<file path="config.mk">
export PLATFORM = sky130hd
export DESIGN_NAME = protection_and_digital_out_config
export DESIGN_NICKNAME = d
export VERILOG_FILES = /design/src/core/prot_dout_pkg.sv /design/src/core/dout_modulator.sv /design/src/core/protection_and_digital_out_config.sv
export VERILOG_INCLUDE_DIRS = /design/src /design/src/core
export SDC_FILE = /design/constraint.sdc
export NUM_CORES = 1
export LEC_CHECK = 0
export BUFFER_PORTS_ARGS = -buffer_cell sky130_fd_sc_hd__buf_4
export CORE_MARGIN = 1
export CORE_UTILIZATION = 50
export CTS_CLUSTER_DIAMETER = 30
export DETAILED_ROUTE_END_ITERATION = 10
export PLACE_DENSITY = 0.76
export SYNTH_ARGS = -nofsm -noshare
export SYNTH_HDL_FRONTEND = slang
export SYNTH_HIERARCHICAL = 1
export SYNTH_SLANG_ARGS = --single-unit
</file>
<file path="constraint.sdc">
create_clock -name pclk -period 19.66 [get_ports pclk]
set_clock_uncertainty 0.1 [all_clocks]
set_input_delay 1.966 -clock pclk [delete_from_list [all_inputs] [get_ports pclk]]
set_output_delay 1.966 -clock pclk [all_outputs]
set_load 0.05 [all_outputs]
</file>
<file path="src/core/prot_dout_defines.svh">
`ifndef PROT_DOUT_DEFINES_SVH
`define PROT_DOUT_DEFINES_SVH

// ---------------------------------------------------------------------------
// register map and fields
// ---------------------------------------------------------------------------
`define CFG_ADDR        12'h000
`define STATUS_ADDR     12'h004
`define CFG_RESET       16'h1800
`define CFG_WMASK       16'hff7f
`define BIT_OT1         15
`define BIT_OT3         14
`define BIT_OT5         13
`define BIT_OC2         12
`define BIT_OC4         11
`define BIT_OC6         10
`define FREQ_HI         9
`define FREQ_LO         8
`define SEL_HI          6
`define SEL_LO          0

// ---------------------------------------------------------------------------
// carrier timing, 250 MHz clock
// ---------------------------------------------------------------------------
`define CLK_KHZ         250000
`define CARRIER_BASE_KHZ_X10 139
`define CARRIER_BASE_CYCLES ((`CLK_KHZ * 10) / `CARRIER_BASE_KHZ_X10)

`endif

</file>
<file path="src/core/prot_dout_pkg.sv">
package prot_dout_pkg;
    typedef struct packed {
        logic       analog_in_1_overtemp_enable;
        logic       analog_in_3_overtemp_enable;
        logic       analog_in_5_overtemp_enable;
        logic       analog_in_2_overcurrent_enable;
        logic       analog_in_4_overcurrent_enable;
        logic       analog_in_6_overcurrent_enable;
        logic [1:0] output_carrier_freq_sel;
        logic       reserved_bit;
        logic       out_sel_die_temp;
        logic       out_sel_analog_6;
        logic       out_sel_analog_4;
        logic       out_sel_analog_2;
        logic       out_sel_analog_5;
        logic       out_sel_analog_3;
        logic       out_sel_analog_1;
    } cfg_t;

    typedef struct packed {
        logic [3:0] ot_enable;
        logic [2:0] oc_enable;
    } prot_t;

    typedef struct packed {
        logic [15:0] cfg;
        logic [31:0] prdata;
        logic        slverr;
    } regs_t;

    typedef struct packed {
        logic [14:0] cnt;
        logic [9:0]  duty;
        logic        carrier;
    } pwm_state_t;
endpackage

</file>
<file path="src/core/dout_modulator.sv">
`timescale 1ns/1ns
`include "prot_dout_defines.svh"
module dout_modulator
    import prot_dout_pkg::*;
#(
    parameter int BASE_CYCLES = `CARRIER_BASE_CYCLES
) (
    input  wire logic       pclk,
    input  wire logic       presetn,
    input  wire logic [1:0] freq_sel,
    input  wire logic       active,
    input  wire logic [9:0] duty,
    output logic            dout
);
    // -----------------------------------------------------------------------
    // carrier counter, period halves per freq code
    // -----------------------------------------------------------------------
    pwm_state_t s_q, s_d;
    logic [14:0] period;
    logic [24:0] thresh;

    // duty taken at period start, so no extra edge mid-period
    always_comb begin
        period = 15'(BASE_CYCLES >> freq_sel);
        thresh = 25'(period) * 25'(s_q.duty);
        s_d = s_q;
        if (s_q.cnt + 15'h1 >= period) begin
            s_d.cnt  = 15'h0;
            s_d.duty = duty;
        end else begin
            s_d.cnt = s_q.cnt + 15'h1;
        end
        s_d.carrier = active && ({s_q.cnt, 10'h0} < thresh);
    end

    always_ff @(posedge pclk or negedge presetn) begin
        if (!presetn) begin
            s_q <= '0;
        end else begin
            s_q <= s_d;
        end
    end

    assign dout = s_q.carrier;
endmodule // dout_modulator

</file>
<file path="src/core/protection_and_digital_out_config.sv">
// The implementer's own choices: the register offsets and register access over APB.
`timescale 1ns/1ns
`include "prot_dout_defines.svh"
module protection_and_digital_out_config
    import prot_dout_pkg::*;
(
    input  wire logic        pclk,
    input  wire logic        presetn,
    input  wire logic        psel,
    input  wire logic        penable,
    input  wire logic        pwrite,
    input  wire logic [11:0] paddr,
    input  wire logic [31:0] pwdata,
    input  wire logic [3:0]  pstrb,
    output logic      [31:0] prdata,
    output logic             pready,
    output logic             pslverr,
    input  wire logic [9:0]  meas_die_temp,
    input  wire logic [9:0]  meas_analog_1,
    input  wire logic [9:0]  meas_analog_2,
    input  wire logic [9:0]  meas_analog_3,
    input  wire logic [9:0]  meas_analog_4,
    input  wire logic [9:0]  meas_analog_5,
    input  wire logic [9:0]  meas_analog_6,
    output prot_t            prot_enable,
    output logic             dout
);
    // -----------------------------------------------------------------------
    // apb register file
    // -----------------------------------------------------------------------
    regs_t r_q, r_d;
    cfg_t  cfg;
    logic  acc;
    logic  hit_cfg;
    logic  hit_sts;
    logic [6:0] sel;
    logic  multi_sel;

    assign cfg       = cfg_t'(r_q.cfg);
    assign sel       = r_q.cfg[`SEL_HI:`SEL_LO];
    assign multi_sel = (sel & (sel - 7'h1)) != 7'h0;
    assign acc       = psel && penable;
    assign hit_cfg   = paddr == `CFG_ADDR;
    assign hit_sts   = paddr == `STATUS_ADDR;

    always_comb begin
        r_d = r_q;
        if (psel && !penable) begin
            r_d.slverr = !(hit_cfg || (hit_sts && !pwrite));
            r_d.prdata = 32'h0;
            if (!pwrite && hit_cfg) begin
                r_d.prdata = {16'h0, r_q.cfg};
            end
            if (!pwrite && hit_sts) begin
                r_d.prdata = {30'h0, multi_sel, sel != 7'h0};
            end
        end
        if (acc && pwrite && hit_cfg) begin
            if (pstrb[0]) begin
                r_d.cfg[7:0] = pwdata[7:0] & 8'(`CFG_WMASK);
            end
            if (pstrb[1]) begin
                r_d.cfg[15:8] = pwdata[15:8];
            end
        end
    end

    always_ff @(posedge pclk or negedge presetn) begin
        if (!presetn) begin
            r_q.cfg    <= `CFG_RESET;
            r_q.prdata <= 32'h0;
            r_q.slverr <= 1'b0;
        end else begin
            r_q <= r_d;
        end
    end

    assign pready  = 1'b1;
    assign prdata  = r_q.prdata;
    assign pslverr = acc && r_q.slverr;

    // -----------------------------------------------------------------------
    // protection enables
    // -----------------------------------------------------------------------
    assign prot_enable.ot_enable = {1'b0, cfg.analog_in_1_overtemp_enable,
                                    cfg.analog_in_3_overtemp_enable,
                                    cfg.analog_in_5_overtemp_enable};
    assign prot_enable.oc_enable = {cfg.analog_in_2_overcurrent_enable,
                                    cfg.analog_in_4_overcurrent_enable,
                                    cfg.analog_in_6_overcurrent_enable};

    // -----------------------------------------------------------------------
    // channel mux and modulator
    // -----------------------------------------------------------------------
    logic [9:0] duty;
    always_comb begin
        duty = 10'h0;
        if (cfg.out_sel_analog_1) duty = meas_analog_1;
        else if (cfg.out_sel_analog_3) duty = meas_analog_3;
        else if (cfg.out_sel_analog_5) duty = meas_analog_5;
        else if (cfg.out_sel_analog_2) duty = meas_analog_2;
        else if (cfg.out_sel_analog_4) duty = meas_analog_4;
        else if (cfg.out_sel_analog_6) duty = meas_analog_6;
        else if (cfg.out_sel_die_temp) duty = meas_die_temp;
    end

    dout_modulator u_mod (
        .pclk     (pclk),
        .presetn  (presetn),
        .freq_sel (cfg.output_carrier_freq_sel),
        .active   (sel != 7'h0),
        .duty     (duty),
        .dout     (dout)
    );

    // -----------------------------------------------------------------------
    // checks
    // -----------------------------------------------------------------------
    a_idle_low: assert property (@(posedge pclk) disable iff (!presetn)
        (sel == 7'h0) |=> ##1 !dout) else $error("dout active with no select");
    a_rsv_zero: assert property (@(posedge pclk) disable iff (!presetn)
        r_q.cfg[7] == 1'b0) else $error("reserved bit set");
    a_cfg_write: assert property (@(posedge pclk) disable iff (!presetn)
        (acc && pwrite && hit_cfg && pstrb[1]) |=> r_q.cfg[15:8] == $past(pwdata[15:8]))
        else $error("upper cfg write lost");
    a_oc_map: assert property (@(posedge pclk) disable iff (!presetn)
        prot_enable.oc_enable[2] == r_q.cfg[`BIT_OC2])
        else $error("oc2 enable misrouted");
    a_oc6_map: assert property (@(posedge pclk) disable iff (!presetn)
        prot_enable.oc_enable[0] == r_q.cfg[`BIT_OC6])
        else $error("oc6 enable misrouted");
    a_sel_write: assert property (@(posedge pclk) disable iff (!presetn)
        (acc && pwrite && hit_cfg && pstrb[0]) |=> sel == $past(pwdata[6:0]))
        else $error("select write lost");
    a_ot_map: assert property (@(posedge pclk) disable iff (!presetn)
        prot_enable.ot_enable[2] == r_q.cfg[`BIT_OT1])
        else $error("ot1 enable misrouted");
endmodule // protection_and_digital_out_config

</file>
==> qor.txt <==
root buffer cell: clkbuf_16
Synth Register Bits: 57
worst path arrival time: 7.92 ns
hold depth: 2
Mapped Avg Cell Area: 8.89 sq um
Worst setup EP type: register
Routed WL per cell: 16.7 microns
number of top-level pins: 165
Clock transition at path regs: 0.05 ns
sequential area share after synthesis: 17.3%
combinational share of power: 15.2%
routed vias: 6865
top cell type's share of synthesized area: 19.6%
Via density: 5.60
fin cells: 1226
prevailing post-synth register cell: dfrtp_1
Clock Sinks: 57
async set-reset flop share out of synthesis: 100%
RSZ-0062 raised after global routing: no
Core Area: 0.0160 sq mm
Lkg Pwr: 4.76 nW
largest cells by area after synthesis: fa_1 (20%), dfrtp_1 (17%), ha_1 (14%)
Detailed Route Iter0 Violations: 366
Starting Density: 51.6%
Inst Count DP: 1210
Peak Freq: 128 MHz
row count: 46
CTS resizes: 0
number of global-route vias before repair: 6807
Area Overhead vs Synth: 13.3%
Pint: 0.000223 W
htree depth: 3
Post-synth EDFFs: 0
clock buffer depth: 2
critical path type: register to register
pin count of the biggest net entering global routing: 58
Final Hold Viols: 0
Die Y: 131 microns
Worst Path Max Fanout: 18
post-route ant nets: 0
area leader, netlist: fa_1
number of post-CTS setup repair buffers: 0
GPL Wtd Cong: 0.855
# port buffers: 126
reg-to-reg slack, setup: 11.82 ns
grt ovf: 0
Hold EP: r_q[0]
antenna violations before repair: 0
Pins Over Slew Limit: 0
hold_buf cts: 0
hold crit path type: register to register
Finish-stage setup viols: 0
worst skew pair latency: 0.33 ns
Worst Setup SP: cfg[9]
Synth Warn #: 6
worst r2r dst: u_mod/dout
Die ar.: 0.0170 sq mm
worst r2r src: cfg[9]
Sequential Power Share: 38.9%
min cycle time layout: 7.84 ns
run status: complete, no violations
Antenna Cells: 0
CTS Buf Count: 9
Gate Count Post-Synth: 929
sw frac: 26.2%
DR pass1 iterations: 5
setup TNS: 0 ns
layout cell share with drive strength beyond 1: 16.2%
Clock power frac: 45.9%
total track usage: 25.4%
Yosys cell types: 61
Max IR drop VDD: 0.0311 mV
final worst-path cycle share: 39.9%
Setup crit start kind: register
fin nets: 1303
WP data required: 19.74 ns
worst-margin pin slew: 0.994 ns
CTS tree: done
Final HPWL DP: 16800 microns
PD cells: 32.4 mW/mm^2
NetSw: 0.0000795 W
DRC Markers: 0
area of the mapped netlist: 0.00826 sq mm
Post-Route WL: 20500 microns
first-pass GRT wire length: 33500 microns
worst hold start: r_q[0]
max_cap viols: 0
DIE WIDTH: 131 microns
worst reg2reg path depth: 25
slew margin rel.: 33.7%
cells by family (layout without fill, tap and decap cells):
kind of cell	count (synthesis)	count (layout)	share of synthesized area [%]
DFF	57	57	17.3
muxes	16	16	2.18
AOI/OAI and AO/OA	166	166	15.3
adders and majority gates	175	175	33.9
other	2	19	0.0909
and+or+nand+nor	286	286	17.0
buffers and inverters	197	261	11.0
xor gates and xnor gates	30	30	3.18
area by class of cell:
type	count	area, sq um
Fill cell	1476	6640
Multi-Input combinational cell	692	5980
Sequential cell	57	1430
Timing Repair Buffer	130	976
Inverter	115	432
Tap cell	216	270
Clock buffer	11	233
Clock inverter	5	32.5
layer usage:
layer | vias to the layer above | routed length (microns) | GRT usage (%)
met4 | 0 | 386 | 7.44
met3 | 25 | 1390 | 3.50
met2 | 258 | 10000 | 44.4
met5 | - | 0 | 0
li1 | 3244 | - | -
met1 | 3338 | 8650 | 32.8
cell usage after synthesis (2+ instances only):
cell type and instances:
a2111oi_0 2, a211oi_1 9, a211oi_2 2, a21boi_1 2, a21o_1 16, a21oi_1 21, a21oi_2 3, a221oi_1 10
a22o_1 13, a311o_1 10, a31oi_1 5, a32o_1 2, and2_1 42, and3_1 4, and4_1 5, buf_2 6
buf_4 42, clkbuf_1 33, conb_1 2, dfrtp_1 55, dfstp_2 2, fa_1 81, ha_1 94, inv_1 114
mux2_1 15, nand2_1 111, nand2b_1 7, nand3_1 28, nand4_1 7, nor2_1 38, nor2b_1 22, nor3_1 11
nor4_1 3, o2111ai_1 2, o211ai_1 14, o21ai_0 16, o21ai_1 6, o21bai_1 3, o22ai_1 10, o311ai_1 10
o31a_1 2, or4_4 2, xnor2_1 19, xor2_1 11
placed cells by master, fill, tap and decap left out, types with 3 or more instances in the layout:
cell	synthesis	routed
buf_4	42	130
inv_1	114	114
nand2_1	111	111
ha_1	94	94
fa_1	81	81
dfrtp_1	55	55
and2_1	42	42
nor2_1	38	38
nand3_1	28	28
nor2b_1	22	22
a21oi_1	21	21
conb_1	2	19
xnor2_1	19	19
o21ai_0	16	16
a21o_1	16	16
mux2_1	15	15
o211ai_1	14	14
a22o_1	13	13
nor3_1	11	11
xor2_1	11	11
o22ai_1	10	10
a221oi_1	10	10
o311ai_1	10	10
a311o_1	10	10
a211oi_1	9	9
clkbuf_16	0	9
nand2b_1	7	7
nand4_1	7	7
o21ai_1	6	6
and4_1	5	5
a31oi_1	5	5
and3_1	4	4
nor4_1	3	3
clkinvlp_4	0	3
a21oi_2	3	3
o21bai_1	3	3
how the worst max path moves through the flow:
| stage | to | slack [ns] | depth (start not counted) |
|---|---|---|---|
| 3_3_place_gp | u_mod/dout | 11.99 | 25 |
| 3_5_place_dp | u_mod/dout | 11.89 | 25 |
| 5_1_grt | u_mod/dout | 11.32 | 25 |
| 4_1_cts | u_mod/dout | 11.84 | 25 |
| 2_1_floorplan | u_mod/dout | 13.08 | 24 |
| 6_report | u_mod/dout | 11.82 | 25 |
flip-flops by register name (all words and copies together), names as in the netlist:
signal / count
u_mod/s_q: 25
cfg: 15
r_q: 1
prdata: 15
u_mod/dout: 1
power by group through the flow:
stage	logic [W]	registers [W]	clock network [W]
floorplan	0.0000268	0.000120	0
global placement	0.0000452	0.000120	0
detailed placement	0.0000462	0.000120	0
CTS	0.0000463	0.000118	0.000141
global route	0.0000509	0.000118	0.000147
finish	0.0000461	0.000118	0.000139
metrics by stage:
stage | cell area, sq um | power (W) | util, % | setup slack, ns | hold slack, ns
2_1_floorplan | 8320 | 0.000147 | - | 13.08 | 0.349
3_5_place_dp | 9090 | 0.000166 | 56.8 | 11.89 | 0.381
3_3_place_gp | 9090 | 0.000165 | 56.8 | 11.99 | 0.371
6_report | 9360 | 0.000303 | 58.5 | 11.82 | 0.393
5_1_grt | 9360 | 0.000315 | 58.5 | 11.32 | 0.425
4_1_cts | 9360 | 0.000306 | 58.5 | 11.84 | 0.392
critical path, cell delays in order (launching register included):
cell and delay (ns):
dfrtp_1 0.37, inv_1 0.36, ha_1 0.59, inv_1 0.36, nand2_1 0.14, fa_1 0.55, inv_1 0.05, fa_1 0.52
fa_1 0.45, fa_1 0.54, inv_1 0.06, fa_1 0.53, inv_1 0.05, ha_1 0.36, o211ai_1 0.11, o21ai_1 0.32
o2111ai_2 0.20, a21oi_2 0.29, a31oi_1 0.14, xor2_1 0.17, ha_1 0.32, nand4_1 0.15, nor2_1 0.24, o2111ai_1 0.16
a2111oi_0 0.43, a211oi_1 0.12
Note: power is estimated with default switching activity, not from simulation.
